**src/shared/fsps_defines.svh**
```systemverilog
// Constants for the flash self-program sequencer
`ifndef FSPS_DEFINES_SVH
`define FSPS_DEFINES_SVH
// ***************************************************************
// Command patterns, low five control bits
// ***************************************************************
`define FSPS_CMD_LOAD     5'h01
`define FSPS_CMD_ERASE    5'h03
`define FSPS_CMD_WRITE    5'h05
`define FSPS_CMD_LOCK     5'h09
`define FSPS_CMD_REEN     5'h11
// ***************************************************************
// Windows in cycles
// ***************************************************************
`define FSPS_STORE_WIN    3'h4
`define FSPS_LOAD_WIN     3'h3
// ***************************************************************
// Readback pointers
// ***************************************************************
`define FSPS_PTR_FUSE_LO  16'h0000
`define FSPS_PTR_LOCK     16'h0001
`define FSPS_PTR_FUSE_EXT 16'h0002
`define FSPS_PTR_FUSE_HI  16'h0003
// ***************************************************************
// Programming time
// ***************************************************************
`define FSPS_PROG_NS      4500000
`define FSPS_CLK_NS       25
`define FSPS_PROG_CYC     (`FSPS_PROG_NS / `FSPS_CLK_NS)
`define FSPS_LOCK_RESET   8'hFF
`endif

```
**src/shared/fsps_pkg.sv**
```systemverilog
// Types for the flash self-program sequencer
`default_nettype none
package fsps_pkg;
  typedef enum logic [2:0] {
    FSPS_IDLE  = 3'b000,
    FSPS_ARMED = 3'b001,
    FSPS_BUSY  = 3'b011,
    FSPS_DONE  = 3'b010
  } fsps_state_t;
  typedef enum logic [1:0] {
    FSPS_OP_ERASE = 2'h0,
    FSPS_OP_WRITE = 2'h1,
    FSPS_OP_LOCK  = 2'h2
  } fsps_op_t;
endpackage : fsps_pkg
`default_nettype wire

```
**src/design/fsps_page_buf.sv**
```systemverilog
// Temporary page buffer with per-word valid bits
`timescale 1ns/100ps
`default_nettype none
module fsps_page_buf #(
  parameter int WORDS = 64,
  parameter int AW    = 6
) (
  // Clock and reset
  input  wire logic          mclk,
  input  wire logic          rst,
  // Access
  input  wire logic          clr,
  input  wire logic          we,
  input  wire logic [AW-1:0] waddr,
  input  wire logic [15:0]   wdata,
  input  wire logic [AW-1:0] raddr,
  output logic      [15:0]   rdata,
  output logic               rvalid
);
  logic [15:0]      mem [WORDS];
  logic [WORDS-1:0] vld_r;
  logic [WORDS-1:0] vld_nxt;
  logic [15:0]      rdata_r;
  logic             rvalid_r;

  always_comb begin
    vld_nxt = vld_r;
    if (clr) begin
      vld_nxt = '0;
    end else if (we) begin
      vld_nxt[waddr] = 1'b1;
    end
  end

  always_ff @(posedge mclk or posedge rst) begin
    if (rst) begin
      vld_r    <= '0;
      rdata_r  <= 16'h0000;
      rvalid_r <= 1'b0;
    end else begin
      vld_r    <= vld_nxt;
      rdata_r  <= vld_r[raddr] ? mem[raddr] : 16'hFFFF;
      rvalid_r <= vld_r[raddr];
    end
  end

  // Storage has no reset; the valid bits say what holds data
  always_ff @(posedge mclk) begin
    if (we && !clr) begin
      mem[waddr] <= wdata;
    end
  end

  assign rdata  = rdata_r;
  assign rvalid = rvalid_r;
endmodule : fsps_page_buf
`default_nettype wire

```
**src/design/fsps_seq.sv**
```systemverilog
// Flash self-program sequencer top level
// Notes on behaviour
// - Buffer loads one word per store instruction, any order.
// - Erase pattern then store within four cycles erases addressed page.
// - Halting-section target stalls the core until the operation ends.
// - Load pattern then store writes data pair at word address.
// - Buffer clears after page write, on re-enable, and on reset.
// - EEPROM write starting during buffer load discards buffer data.
// - Write pattern then store programs addressed page from buffer.
// - Ready interrupt held while enabled and store enable reads clear.
// - Erase or write of a page below HALT_PAGE0 sets concurrent-read busy.
// - Lock pattern then store programs boot lock bits whose source is zero.
// - Lock programming blocks no section.
// - EEPROM write busy refuses all commands and readbacks.
// - Lock-set readback at pointer 0x0001 within three cycles returns lock byte.
// - Lock-set and store enable self-clear on readback or window timeout.
// - Pointers 0x0000, 0x0003, 0x0002 return low, high, extended fuses.
// - Returned fuse and lock bits read zero when programmed.
// - With both bits clear, loads read the flash array.
// - Starting a buffer load clears concurrent-read busy.
// - Store enable stays set through erase or write, then clears.
// - Undefined low five control patterns have no effect.
// - Re-enable written during buffer load aborts it and drops data.
`timescale 1ns/100ps
`default_nettype none
`include "fsps_defines.svh"
module fsps_seq #(
  parameter int PAGE_AW   = 8,
  parameter int WORD_AW   = 6,
  parameter int PROG_CYC  = `FSPS_PROG_CYC,
  parameter logic [PAGE_AW-1:0] HALT_PAGE0 = 8'hF0
) (
  // Clock and reset
  input  wire logic               mclk,
  input  wire logic               rst,
  // Control register write from the core
  input  wire logic               ctl_we,
  input  wire logic [7:0]         ctl_wdata,
  output logic      [7:0]         ctl_rdata,
  // Store and load instructions
  input  wire logic               store_exec,
  input  wire logic               load_exec,
  input  wire logic [15:0]        z_ptr,
  input  wire logic [15:0]        data_word_pair,
  input  wire logic [7:0]         flash_rdata,
  output logic      [7:0]         load_rdata,
  output logic                    load_special,
  // EEPROM status
  input  wire logic               eeprom_write_busy,
  input  wire logic               eeprom_write_start,
  // Fuses as stored, zero means programmed
  input  wire logic [7:0]         fuse_low_byte,
  input  wire logic [7:0]         fuse_high_byte,
  input  wire logic [2:0]         fuse_extended_byte,
  input  wire logic [1:0]         memory_lock,
  // Flash array side
  output logic                    flash_erase,
  output logic                    flash_write,
  output logic [PAGE_AW-1:0]      flash_page,
  input  wire logic [WORD_AW-1:0] flash_word,
  output logic      [15:0]        flash_wdata,
  output logic                    flash_wvalid,
  // Status to the core
  output logic                    core_stall,
  output logic                    concurrent_read_busy,
  output logic                    store_ready_irq,
  output logic      [3:0]         boot_lock
);
  // ***************************************************************
  // State
  // ***************************************************************
  fsps_pkg::fsps_state_t st_r, st_nxt;
  fsps_pkg::fsps_op_t    op_r, op_nxt;
  logic [4:0]            cmd_r, cmd_nxt;
  logic                  irq_en_r, irq_en_nxt;
  logic                  busy_r, busy_nxt;
  logic                  stall_r, stall_nxt;
  logic [2:0]            win_r, win_nxt;
  logic [31:0]           cnt_r, cnt_nxt;
  logic [PAGE_AW-1:0]    page_r, page_nxt;
  logic [3:0]            blk_r, blk_nxt;
  logic [7:0]            rd_r, rd_nxt;
  logic                  spec_r, spec_nxt;
  logic                  loading_r, loading_nxt;
  logic                  buf_clr, buf_we;
  logic                  store_en;
  logic                  cmd_ok;
  logic [PAGE_AW-1:0]    z_page;

  assign z_page   = z_ptr[WORD_AW+PAGE_AW:WORD_AW+1];
  assign store_en = (st_r != fsps_pkg::FSPS_IDLE);
  assign cmd_ok = (ctl_wdata[4:0] == `FSPS_CMD_LOAD)  ||
                  (ctl_wdata[4:0] == `FSPS_CMD_ERASE) ||
                  (ctl_wdata[4:0] == `FSPS_CMD_WRITE) ||
                  (ctl_wdata[4:0] == `FSPS_CMD_LOCK)  ||
                  (ctl_wdata[4:0] == `FSPS_CMD_REEN);

  // ***************************************************************
  // Sequencer
  // ***************************************************************
  always_comb begin
    st_nxt      = st_r;
    op_nxt      = op_r;
    cmd_nxt     = cmd_r;
    irq_en_nxt  = irq_en_r;
    busy_nxt    = busy_r;
    stall_nxt   = stall_r;
    win_nxt     = win_r;
    cnt_nxt     = cnt_r;
    page_nxt    = page_r;
    blk_nxt     = blk_r;
    rd_nxt      = rd_r;
    spec_nxt    = 1'b0;
    loading_nxt = loading_r;
    buf_clr     = 1'b0;
    buf_we      = 1'b0;
    if (ctl_we) begin
      irq_en_nxt = ctl_wdata[7];
    end
    case (st_r)
      fsps_pkg::FSPS_IDLE: begin
        if (ctl_we && cmd_ok && !eeprom_write_busy) begin
          cmd_nxt = ctl_wdata[4:0];
          win_nxt = `FSPS_STORE_WIN;
          st_nxt  = fsps_pkg::FSPS_ARMED;
        end
      end
      fsps_pkg::FSPS_ARMED: begin
        win_nxt = win_r - 3'h1;
        if (store_exec && !eeprom_write_busy) begin
          st_nxt = fsps_pkg::FSPS_IDLE;
          case (cmd_r)
            `FSPS_CMD_LOAD: begin
              buf_we      = 1'b1;
              loading_nxt = 1'b1;
              busy_nxt    = 1'b0;
            end
            `FSPS_CMD_REEN: begin
              buf_clr     = 1'b1;
              loading_nxt = 1'b0;
              busy_nxt    = 1'b0;
            end
            `FSPS_CMD_ERASE, `FSPS_CMD_WRITE: begin
              page_nxt  = z_page;
              op_nxt    = (cmd_r == `FSPS_CMD_ERASE) ?
                          fsps_pkg::FSPS_OP_ERASE : fsps_pkg::FSPS_OP_WRITE;
              stall_nxt = (z_page >= HALT_PAGE0);
              busy_nxt  = (z_page < HALT_PAGE0);
              cnt_nxt   = 32'(PROG_CYC);
              st_nxt    = fsps_pkg::FSPS_BUSY;
            end
            default: begin
              blk_nxt = blk_r & data_word_pair[5:2];
              op_nxt  = fsps_pkg::FSPS_OP_LOCK;
              cnt_nxt = 32'(PROG_CYC);
              st_nxt  = fsps_pkg::FSPS_BUSY;
            end
          endcase
        end else if (load_exec && cmd_r == `FSPS_CMD_LOCK &&
                     win_r > 3'h1 && !eeprom_write_busy) begin
          spec_nxt = 1'b1;
          case (z_ptr)
            `FSPS_PTR_FUSE_LO:  rd_nxt = fuse_low_byte;
            `FSPS_PTR_LOCK:     rd_nxt = {2'b11, blk_r, memory_lock};
            `FSPS_PTR_FUSE_EXT: rd_nxt = {5'b11111, fuse_extended_byte};
            `FSPS_PTR_FUSE_HI:  rd_nxt = fuse_high_byte;
            default:            rd_nxt = `FSPS_LOCK_RESET;
          endcase
          st_nxt = fsps_pkg::FSPS_IDLE;
        end else if (win_r == 3'h1) begin
          st_nxt = fsps_pkg::FSPS_IDLE;
        end
      end
      fsps_pkg::FSPS_BUSY: begin
        if (cnt_r <= 32'h1) begin
          st_nxt = fsps_pkg::FSPS_DONE;
        end else begin
          cnt_nxt = cnt_r - 32'h1;
        end
      end
      fsps_pkg::FSPS_DONE: begin
        stall_nxt = 1'b0;
        if (op_r == fsps_pkg::FSPS_OP_WRITE) begin
          buf_clr     = 1'b1;
          loading_nxt = 1'b0;
        end
        st_nxt = fsps_pkg::FSPS_IDLE;
      end
      default: st_nxt = fsps_pkg::FSPS_IDLE;
    endcase
    // EEPROM write during load drops buffer
    if (eeprom_write_start && loading_r) begin
      buf_clr     = 1'b1;
      loading_nxt = 1'b0;
    end
  end

  always_ff @(posedge mclk or posedge rst) begin
    if (rst) begin
      st_r      <= fsps_pkg::FSPS_IDLE;
      op_r      <= fsps_pkg::FSPS_OP_ERASE;
      cmd_r     <= 5'h00;
      irq_en_r  <= 1'b0;
      busy_r    <= 1'b0;
      stall_r   <= 1'b0;
      win_r     <= 3'h0;
      cnt_r     <= 32'h0;
      page_r    <= '0;
      blk_r     <= 4'hF;
      rd_r      <= 8'h00;
      spec_r    <= 1'b0;
      loading_r <= 1'b0;
    end else begin
      st_r      <= st_nxt;
      op_r      <= op_nxt;
      cmd_r     <= cmd_nxt;
      irq_en_r  <= irq_en_nxt;
      busy_r    <= busy_nxt;
      stall_r   <= stall_nxt;
      win_r     <= win_nxt;
      cnt_r     <= cnt_nxt;
      page_r    <= page_nxt;
      blk_r     <= blk_nxt;
      rd_r      <= rd_nxt;
      spec_r    <= spec_nxt;
      loading_r <= loading_nxt;
    end
  end

  // ***************************************************************
  // Temporary buffer
  // ***************************************************************
  // reset clears valid bits
  fsps_page_buf #(
    .WORDS (1 << WORD_AW),
    .AW    (WORD_AW)
  ) u_buf (
    .mclk   (mclk),
    .rst    (rst),
    .clr    (buf_clr),
    .we     (buf_we),
    .waddr  (z_ptr[WORD_AW:1]),
    .wdata  (data_word_pair),
    .raddr  (flash_word),
    .rdata  (flash_wdata),
    .rvalid (flash_wvalid)
  );

  // ***************************************************************
  // Outputs
  // ***************************************************************
  logic in_armed;
  assign in_armed = (st_r == fsps_pkg::FSPS_ARMED);
  assign ctl_rdata = {irq_en_r, busy_r, 1'b0,
                      in_armed ? cmd_r : {4'h0, store_en}};
  assign load_rdata   = spec_r ? rd_r : flash_rdata;
  assign load_special = spec_r;
  assign flash_erase  = (st_r == fsps_pkg::FSPS_BUSY) &&
                        (op_r == fsps_pkg::FSPS_OP_ERASE);
  assign flash_write  = (st_r == fsps_pkg::FSPS_BUSY) &&
                        (op_r == fsps_pkg::FSPS_OP_WRITE);
  assign flash_page   = page_r;
  assign core_stall   = stall_r;
  assign concurrent_read_busy = busy_r;
  assign store_ready_irq = irq_en_r && !store_en;
  assign boot_lock       = blk_r;
endmodule : fsps_seq
`default_nettype wire

```
**config.mk**
```make
export PLATFORM = sky130hd
export DESIGN_NAME = fsps_seq
export DESIGN_NICKNAME = d
export VERILOG_FILES = /design/src/shared/fsps_pkg.sv /design/src/design/fsps_page_buf.sv /design/src/design/fsps_seq.sv
export VERILOG_INCLUDE_DIRS = /design/src /design/src/shared
export SDC_FILE = /design/constraint.sdc
export NUM_CORES = 1
export LEC_CHECK = 0
export ABC_CLOCK_PERIOD_IN_PS = 4500
export BUFFER_PORTS_ARGS = -buffer_cell sky130_fd_sc_hd__buf_4
export CORE_ASPECT_RATIO = 0.8
export CORE_MARGIN = 2
export CORE_UTILIZATION = 40
export CTS_CLUSTER_DIAMETER = 30
export DETAILED_ROUTE_END_ITERATION = 8
export PLACE_DENSITY = 0.67
export SYNTH_ARGS = -nofsm -noshare
export SYNTH_HDL_FRONTEND = slang
export SYNTH_SLANG_ARGS = --single-unit
export TNS_END_PERCENT = 5
```
**constraint.sdc**
```tcl
create_clock -name mclk -period 4.5 [get_ports mclk]
set_input_delay 0.225 -clock mclk [delete_from_list [all_inputs] [get_ports mclk]]
set_output_delay 0.225 -clock mclk [all_outputs]
set_load 0.005 [all_outputs]
```
# After elaboration in Yosys (flattened, before gate mapping)
# Memory sizes are Yosys's and may differ from the RTL's.
# Index checks and enable logic that the tools add are counted.
classes:
  magnitude_cmp: 7
  eq_ne: 28
  mux: 47
  add_sub_neg: 2
  bitwise: 5
  n_reduce_logical: 43
ops:
  columns: ["cell", "count"]
  rows:
  - ["64-bit two-way mux", 2]
  - ["32-bit two-way mux", 3]
  - ["64-bit bitwise OR", 1]
  - ["32-bit one-hot mux with 2 select lines", 1]
  - ["16-bit by 2-bit == test with 1-bit output, second input constant", 2]
  - ["32-bit by 1-bit <= comparator with 1-bit output, second input constant", 1]
  - ["8-bit one-hot mux with 4 select lines", 1]
  - ["32-bit by 1-bit subtractor with 32-bit output, second input constant", 1]
  - ["3-bit AND reduction", 7]
  - ["1-bit two-way mux", 20]
  - ["3-bit two-way mux", 6]
  - ["16-bit by 1-bit == test with 1-bit output, second input constant", 1]
  - ["16-bit logical NOT", 1]
  - ["16-bit two-way mux", 1]
  - ["6-bit by 7-bit less-than comparator with 1-bit output, second input constant", 2]
  - ["1-bit logical AND", 12]
  - ["5-bit by 1-bit == test with 1-bit output, second input constant", 2]
  - ["5-bit by 2-bit == test with 1-bit output, second input constant", 2]
  - ["5-bit by 3-bit == test with 1-bit output, second input constant", 2]
  - ["5-bit by 4-bit == test with 1-bit output, second input constant", 2]
  - ["5-bit == test, second input constant", 2]
  - ["1-bit one-hot mux with 2 select lines", 5]
  - ["2-bit nonzero test", 5]
  - ["3-bit one-hot mux with 3 select lines", 1]
  - ["31 further kinds", 49]
word_totals:
  word_cells: 149
  inputBits: 82
  memories: 1
  reg_bits: 151
  ramBits: 1024
memory_table:
  columns: ["name", "words", "width", "rd", "rd_clocked_by_memory_dff", "wr", "line_no", "rtl"]
  rows:
  - ["u_buf.mem", 64, 16, 1, 0, 1, "fsps_page_buf.sv:20", "logic [15:0] mem [WORDS];"]

# Longest topological paths before layout
# Gate-level depths: netlist of the first run.
logic_depth:
  ltp_word: 9
  ltp_mapped: 11
  ltp_nobuf: 8

# Modules after synthesis
# From an unflattened synthesis of the first run, not the netlist that was laid out.
hier_totals:
  hier_cells: 2385
  area_unflattened_um2: 46293.1
modules_own_cells:
  columns: ["mod", "area_per_inst_um2", "seq_area_each_um2", "n_inst", "cells_each"]
  rows:
  - ["fsps_page_buf", 42303.1, 32776.4, 1, 1981]
  - ["fsps_seq", 3990.1, 1731.7, 1, 404]

# Worst setup path after synthesis of the first run
# OpenSTA, ideal clock, no wires.
synth_path:
  path_kind: "reg-to-reg"
  startpoint: "register cmd_r[1]"
  endpoint: "memory u_buf.mem[15][0] (enable)"
  slack_ps: 1323
  period_less_slack_ps: 3177
  arrival_ps: 2789
  n_path_buf: 1
  setup_ps: 388
  stages_incl_launch_ff: 8
  path_cell_list: "dfrtp_1 or4b_2 nor2_1 nand4b_1 nor2_1 nand3_1 clkbuf_1 nor2_1"
synth_via:
  elab_chain_cells: 9
  word_cells_on_any_way: 13
synth_rtl:
  columns: ["item", "line_no", "rtl"]
  rows:
  - ["start, declared", "fsps_seq.sv:74", "logic [4:0] cmd_r, cmd_nxt;"]
  - ["start signal, assigned", "fsps_seq.sv:216", "cmd_r <= cmd_nxt;"]
  - ["5-bit == test", "fsps_seq.sv:132", "case (cmd_r)"]
  - ["1-bit two-way mux", "fsps_seq.sv:132", null]
  - ["1-bit two-way mux", "fsps_seq.sv:130", "if (store_exec && !eeprom_write_busy) begin"]
  - ["1-bit one-hot mux with 2 select lines", "fsps_seq.sv:120", "case (st_r)"]
  - ["1-bit two-way mux", "fsps_seq.sv:192", "if (eeprom_write_start && loading_r) begin"]
  - ["1-bit logical NOT", "fsps_page_buf.sv:49", "if (we && !clr) begin"]
  - ["1-bit logical AND *", "fsps_page_buf.sv:49", null]
  - ["1-bit two-way mux *", "fsps_page_buf.sv:49", null]
  - ["1-bit two-way mux (not written as such) *", "fsps_page_buf.sv:50", "mem[waddr] <= wdata;"]
  - ["end, declared", "fsps_page_buf.sv:20", null]
# Mark *: on every way between the ends. The rest lies on a longest branch, timed or not.

# Worst setup path in the final report of the first run
layout_path:
  startpoint: "register st_r[1]"
  endpoint: "memory u_buf.mem[49][4] (enable)"
layout_via:
  elab_chain_cells: 7
  word_cells_on_any_way: 9
layout_rtl:
  columns: ["item", "line_no", "rtl"]
  rows:
  - ["start, declared", "fsps_seq.sv:72", "fsps_pkg::fsps_state_t st_r, st_nxt;"]
  - ["start signal, assigned", "fsps_seq.sv:200", "st_r <= fsps_pkg::FSPS_IDLE;"]
  - ["start signal, assigned", "fsps_seq.sv:214", "st_r <= st_nxt;"]
  - ["3-bit by 2-bit == test with 1-bit output / 3-bit by 1-bit == test with 1-bit output (equally long branches)", "fsps_seq.sv:120", null]
  - ["1-bit one-hot mux with 2 select lines", "fsps_seq.sv:120", null]
  - ["1-bit two-way mux", "fsps_seq.sv:192", null]
  - ["1-bit logical NOT", "fsps_page_buf.sv:49", null]
  - ["1-bit logical AND *", "fsps_page_buf.sv:49", null]
  - ["1-bit two-way mux *", "fsps_page_buf.sv:49", null]
  - ["1-bit two-way mux (not written as such) *", "fsps_page_buf.sv:50", null]
# Marked as above.

==> metrics.cfg, run 1 <==
[run_status]
outcome = finished, final reports clean

[cts]
htreeDepth = 4
cts_tree = yes
postCtsHoldBufs = 39
cts.clk_slew.worst_paths_ns = 0.05
clockBufferDepth = 3
numCtsBuffers = 161
post_cts_resized = 0
numClockSinks = 1174
insertion_delay_ns = 0.76
root_buffer = clkbuf_16
post_cts_buffers = 0

[critical_path]
critical_path_class = flip-flop to flip-flop
r2r_setup_slack_ns = 0.70
reg2reg_depth = 9
cp-start-kind = flip-flop
crit_required_ns = 4.92
worstReg2RegEnd = u_buf.mem[49][4]$_DFFE_PP_
worstPathMaxFanout = 16
r2r-start = st_r[1]$_DFFE_PP0P_
worst_ep_arrival_time_ns = 4.22
end_kind = flip-flop

[global_route]
grt_max_degree = 75
grt_pass1_vias = 25376
grt_usage_pct = 19.3
grt_pass1_wl_um = 167000
gr-total-overflow = 0
antenna_found_initial = 3

[pwr]
p_leak_nw = 18.3
seqPwrFrac_pct = 45.6
switching_share_pct = 23.2
clock_power_share_pct = 47.4
p_per_area_nw_per_um2 = 488
vdd_drop_max_uv = 295
p_comb_share_pct = 7.0
netSwitchingPower_mw = 6.25
internal_power_mw = 20.7

[floorplanning]
dieArea_um2 = 118000
fp.coreArea_um2 = 114000
die_h_um = 307
die_x_um = 383
ios = 133
initial_core_util_pct = 40.2
rows = 111

[timing]
fin_skew_ns = 0.0331
fin_setup_tns_ns = 0
worst_slew_pin_slew_ns = 1.15
grt_setup_unrepaired = false
setup_viol = 0
fin_crit_sh_pct = 84.4
final_hold_viol_count = 0
fmax_ghz = 0.263
slew_violations = 0
maxSlewHeadroom_pct = 22.9
period_minus_slack_ns = 3.80

[finish]
final_area_um2 = 55100
nets = 2768
finalNonFillerCells = 4343
drive_gt1_share_pct = 30.0
areaGrowthSynthToFinish_pct = 20.0

[placement]
io_buffers = 129
placedCellCount = 4001
placed_area_um2 = 49200
post-dp-hpwl_um = 67600
place.gp.congestion = 0.844

[job]
max_cap_viol_count = 0

[yosys]
netlist_area_um2 = 45900
synth_top_area_share_pct = 67.0
synth_cell_types = 62
synth_seq_area_share_pct = 75.2
yosysTopAreaCell = edfxtp_1
async_reset_ff_share_pct = 12.8
synthCells = 2374
yosys-top-cells-count = edfxtp_1 (1024), mux4_2 (272), dfrtp_1 (146)
synth_edf_count = 1024
synthFlopType = edfxtp_1
synthTopCellsByArea = edfxtp_1 (67%), mux4_2 (13%), dfrtp_1 (8.0%)
ys_warn_count = 0
synth.most_common_cell = edfxtp_1
synth-seq-cells = 1174
synth_nets = 2464
avgSynthCellArea_um2 = 19.3

[routing]
drtIter0Drc = 3149
firstDrtPassIters = 5
dr_total_vias = 24930
drt-total-wl_um = 113000
ant_nets = 0
vias_per_cell = 5.74
drc = 0
wl_per_cell_um = 26.0

[min_path]
min_to = u_buf.mem[16][7]$_DFFE_PP_
hold_depth = 1
hp-class = input port to flip-flop
min_from = data_word_pair[7]

layout by cell type, fill, tap and decap left out, types with 7 or more instances in the layout:
master,instances
clkinvlp_4,18
clkbuf_1,12
nor2_1,112
a22oi_1,129
clkinv_2,21
o21ai_0,82
clkinv_1,21
nand3b_1,7
dlygate4sd3_1,39
xnor2_1,11
or3_1,16
mux2i_1,9
xor2_1,16
inv_1,14
mux4_2,272
ha_1,8
nor4_1,22
nand4_1,9
nand3_1,14
bufinv_16,17
buf_4,242
o22ai_1,7
nand2_1,113
mux2_2,30
clkinv_4,7
o211ai_1,8
dfrtp_1,146
a21oi_1,71
edfxtp_1,1024
o21a_1,13
nor3_1,17
clkbuf_16,164
inv_6,29
power by group through the flow:
stage | Combinational (mW) | Clock [mW] | Sequential, mW
after floorplan | 1.08 | 0 | 12.4
after global routing | 2.04 | 13.4 | 12.3
after detailed placement | 1.85 | 0 | 12.5
final | 1.89 | 12.7 | 12.3
after global placement | 1.78 | 0 | 12.5
after CTS | 1.89 | 12.9 | 12.3
worst max-delay path by stage:
stage                        startpoint                          end  slack (ns)  cells after the start
CTS                 st_r[1]$_DFFE_PP0P_   u_buf.mem[49][4]$_DFFE_PP_        0.78                      9
global placement    st_r[1]$_DFFE_PP0P_   u_buf.mem[49][7]$_DFFE_PP_        0.90                      9
finish              st_r[1]$_DFFE_PP0P_   u_buf.mem[49][4]$_DFFE_PP_        0.70                      9
detailed placement  st_r[1]$_DFFE_PP0P_  u_buf.mem[49][14]$_DFFE_PP_        0.80                      9
floorplan                           rst         cmd_r[0]$_DFFE_PP0P_        0.25                      1
global route        st_r[1]$_DFFE_PP0P_   u_buf.mem[49][4]$_DFFE_PP_        0.49                      9
logic make-up after synthesis:
group	after synthesis	share of synthesized area [%]
compound gates	332	4.62
other cells	1	0.00817
buf+inv	163	1.47
xor+xnor	27	0.515
flops	1174	75.2
mux	311	14.3
fa+ha+maj	9	0.240
simple gates	357	3.72
flip-flops by register name, indices dropped and copies added (netlist names), 2 cells and up:
register     cells
cmd_r            5
u_buf.vld_r     64
u_buf.rdata     16
win_r            3
op_r             2
flash_page       8
rd_r             8
boot_lock        4
u_buf.mem     1024
cnt_r           32
st_r             2
stage by stage:
| stage | power, mW | hold slack [ns] | worst slack [ns] | utilization, % |
|---|---|---|---|---|
| after floorplan | 13.5 | 0.324 | 0.245 | - |
| after global routing | 27.7 | 0.0663 | 0.495 | 48.3 |
| after detailed placement | 14.3 | 0.346 | 0.799 | 43.1 |
| after global placement | 14.2 | 0.322 | 0.897 | 43.1 |
| after CTS | 27.1 | 0.0331 | 0.783 | 48.3 |
| final | 26.9 | 0.0490 | 0.704 | 48.3 |
critical path, cell delays in order (launching register included):
cell and delay [ns]:
dfrtp_1 0.42, inv_1 0.12, ha_1 0.48, nand3b_1 0.29, nor2_1 0.37, nand4b_1 0.18, nor2_1 0.23, nand2_1 0.63
nor2_1 0.42, buf_4 0.32
layout make-up:
class | instances | area [um^2]
timing repair buffer | 289 | 2360
clock buffer | 179 | 4190
multi-input combinational | 1037 | 10800
sequential | 1174 | 34500
fill | 9149 | 59100
tap | 1525 | 1910
clock inverter | 123 | 1300
antenna | 1 | 2.50
inverter | 15 | 61.3
routing by layer:
layer,share of wire (%),vias to the layer above,global-route usage [%]
li1,-,10345,-
met1,42,13180,28.3
met2,46,1229,29.1
met3,9.5,176,3.70
met4,2.4,0,6.41
met5,0,-,0
Note: power is estimated with default switching activity, not from simulation.
==> inputs of run 2 (changes only) <==
--- a/config.mk
+++ b/config.mk
@@ -6,14 +6,14 @@
 export SDC_FILE = /design/constraint.sdc
 export NUM_CORES = 1
 export LEC_CHECK = 0
-export ABC_CLOCK_PERIOD_IN_PS = 4500
+export ABC_CLOCK_PERIOD_IN_PS = 3700
 export BUFFER_PORTS_ARGS = -buffer_cell sky130_fd_sc_hd__buf_4
 export CORE_ASPECT_RATIO = 0.8
 export CORE_MARGIN = 2
 export CORE_UTILIZATION = 40
 export CTS_CLUSTER_DIAMETER = 30
 export DETAILED_ROUTE_END_ITERATION = 8
-export PLACE_DENSITY = 0.67
+export PLACE_DENSITY = 0.65
 export SYNTH_ARGS = -nofsm -noshare
 export SYNTH_HDL_FRONTEND = slang
 export SYNTH_SLANG_ARGS = --single-unit
==> constraint.sdc (replaced) <==
create_clock -name mclk -period 3.7 [get_ports mclk]
set_input_delay 0.185 -clock mclk [delete_from_list [all_inputs] [get_ports mclk]]
set_output_delay 0.185 -clock mclk [all_outputs]
set_load 0.005 [all_outputs]
==> metrics.cfg, run 2 (synthesis results as in run 1) <==
[run_status]
outcome = complete, but fails checks  ; was finished, final reports clean
violations = negative hold slack

[critical_path]
critPathBufInv = 2  ; unchanged
cp_common_cell = nor2_1  ; unchanged
critical_path_class = flip-flop to flip-flop  ; unchanged
cp-start-kind = flip-flop  ; unchanged
worstPathMaxFanout = 16  ; unchanged
worst_ep_arrival_time_ns = 3.73  ; was 4.22 ns
crit_slowest_cell = or4b_2  ; was nand2_1
slowest_delay_ns = 0.72  ; was 0.63 ns
crit_required_ns = 4.15  ; was 4.92 ns
end_kind = flip-flop  ; unchanged
path_cells = or4b_2 > nor2_1 > nand4b_1 > nor2_1 > nand3_1 > buf_4 > nor2_1 > buf_12  ; was inv_1 > ha_1 > nand3b_1 > nor2_1 > nand4b_1 > nor2_1 > nand2_1 > nor2_1 > buf_4
crit_family = simple AND/OR/NAND/NOR gates  ; unchanged

[cts]
post_cts_resized = 0  ; unchanged
clockBufferDepth = 3  ; unchanged
insertion_delay_ns = 0.77  ; was 0.76 ns
cts_tree = yes  ; unchanged
numCtsBuffers = 171  ; was 161
root_buffer = clkbuf_16  ; unchanged
cts.clk_slew.worst_paths_ns = 0.06  ; was 0.05 ns
numClockSinks = 1174  ; unchanged
post_cts_buffers = 0  ; unchanged
htreeDepth = 4  ; unchanged

[finish]
drive_gt1_share_pct = 30.1  ; was 30.0%
top_regs = u_buf.mem (1024), u_buf.vld_r (64), cnt_r (32)  ; unchanged
nets = 2772  ; was 2768
layout_common_cells = edfxtp_1 (1024), mux4_2 (272), buf_4 (227)  ; was edfxtp_1 (1024), mux4_2 (272), buf_4 (242)
final_common_cell = edfxtp_1  ; unchanged
largest_reg_flops = 1024  ; unchanged
final_util_pct = 48.7  ; was 48.3%
largest_register = u_buf.mem  ; unchanged
areaGrowthSynthToFinish_pct = 21.1  ; was 20.0%

[placement]
post-dp-hpwl_um = 65300  ; was 67600 um
place.gp.congestion = 0.836  ; was 0.844
io_buffers = 129  ; unchanged

[timing]
period_minus_slack_ns = 3.28  ; was 3.80 ns
setup_viol = 0  ; unchanged
slew_violations = 0  ; unchanged
fin_crit_sh_pct = 88.7  ; was 84.4%
grt_setup_unrepaired = false  ; unchanged
maxSlewHeadroom_pct = 29.3  ; was 22.9%
fmax_ghz = 0.305  ; was 0.263 GHz
holdWs_ns = -0.00580  ; was 0.0490 ns
worst_slew_pin_slew_ns = 1.06  ; was 1.15 ns
final_hold_viol_count = 3  ; was 0
fin_skew_ns = 0.0335  ; was 0.0331 ns
fin_setup_tns_ns = 0  ; unchanged

[global_route]
antenna_found_initial = 0  ; was 3
grt_pass1_wl_um = 165000  ; was 167000 um
grt_max_degree = 151  ; was 75
grt_pass1_vias = 25309  ; was 25376
gr-total-overflow = 0  ; unchanged
grt_usage_pct = 19.1  ; was 19.3%

[routing]
wl_met2_um = 53100  ; was 52400 um
routed-wl-met3_um = 9810  ; was 10700 um
drt-total-wl_um = 111000  ; was 113000 um
drc = 0  ; unchanged
wl_per_cell_um = 25.4  ; was 26.0 um
firstDrtPassIters = 5  ; unchanged
ant_nets = 0  ; unchanged
vias_per_cell = 5.64  ; was 5.74
wl_met1_um = 44800  ; was 47300 um
drtIter0Drc = 2479  ; was 3149
top_layer = met4  ; unchanged
dr_total_vias = 24571  ; was 24930

[floorplanning]
die_h_um = 307  ; unchanged
die_x_um = 383  ; unchanged
fp.coreArea_um2 = 114000  ; unchanged
initial_core_util_pct = 40.2  ; unchanged
dieArea_um2 = 118000  ; unchanged
ios = 133  ; unchanged
rows = 111  ; unchanged

[pwr]
vdd_drop_max_uv = 495  ; was 295 uV
p_leak_nw = 18.5  ; was 18.3 nW
p_per_area_nw_per_um2 = 606  ; was 488 nW/um^2

[min_path]
hp-class = input port to flip-flop  ; unchanged

[job]
max_cap_viol_count = 0  ; unchanged

[run 2: power breakdown]
group          switching [mW]  internal (mW)  total (mW)
Clock                    6.09           10.4        16.5
Combinational            1.32          0.957        2.28
Sequential              0.241           14.7        14.9
[run 2: path summary, 6_finish.rpt]
path                                               endpoint  depth (start not counted)  slack, ns                        start
worst max register to register   u_buf.mem[5][13]$_DFFE_PP_                          8       0.42         cmd_r[1]$_DFFE_PP0P_
min in group asynchronous             cnt_r[20]$_DFFE_PP0P_                          4       0.22                          rst
worst min-delay path             u_buf.mem[32][3]$_DFFE_PP_                          1     -0.006            data_word_pair[3]
max in group asynchronous          u_buf.rdata[7]$_DFF_PP0_                          4       2.81                          rst
worst max-delay path             u_buf.mem[5][13]$_DFFE_PP_                          8       0.42         cmd_r[1]$_DFFE_PP0P_
worst min register to register  u_buf.vld_r[30]$_DFFE_PP0P_                          2       0.47  u_buf.vld_r[30]$_DFFE_PP0P_
[run 2: timing repair]
action,4_1_cts,5_1_grt
hold buffers,42,0
endpoints found under the setup margin,0,0
hold endpoints to repair,197,0
[run 2: metrics by stage]
| stage | power (mW) | cell area [um^2] | cells | worst slack, ns |
|---|---|---|---|---|
| floorplan | 16.4 | 45900 | 2374 | 0.523 |
| global placement | 17.3 | 49200 | 3992 | 0.628 |
| detailed placement | 17.4 | 49200 | 3992 | 0.510 |
| CTS | 34.0 | 55600 | 4351 | 0.460 |
| global route | 34.8 | 55600 | 4351 | 0.183 |
| finish | 33.7 | 55600 | 4356 | 0.420 |
[run 2: cell type report]
type                       instances  area, um^2
antenna                            5        12.5
inverter                          15        60.1
tap                             1525        1910
fill                            9230       58600
clock buffer                     193        4480
clock inverter                   124        1480
multi-input combinational       1037       10800
timing repair buffer             283        2390
sequential                      1174       34500
[run 2: per-layer routing]
metal | vias to the layer above | track usage, %
met2 | 1061 | 30.0
met3 | 196 | 4.81
met4 | 0 | 6.89
met1 | 12951 | 25.8
li1 | 10363 | -
met5 | - | 0
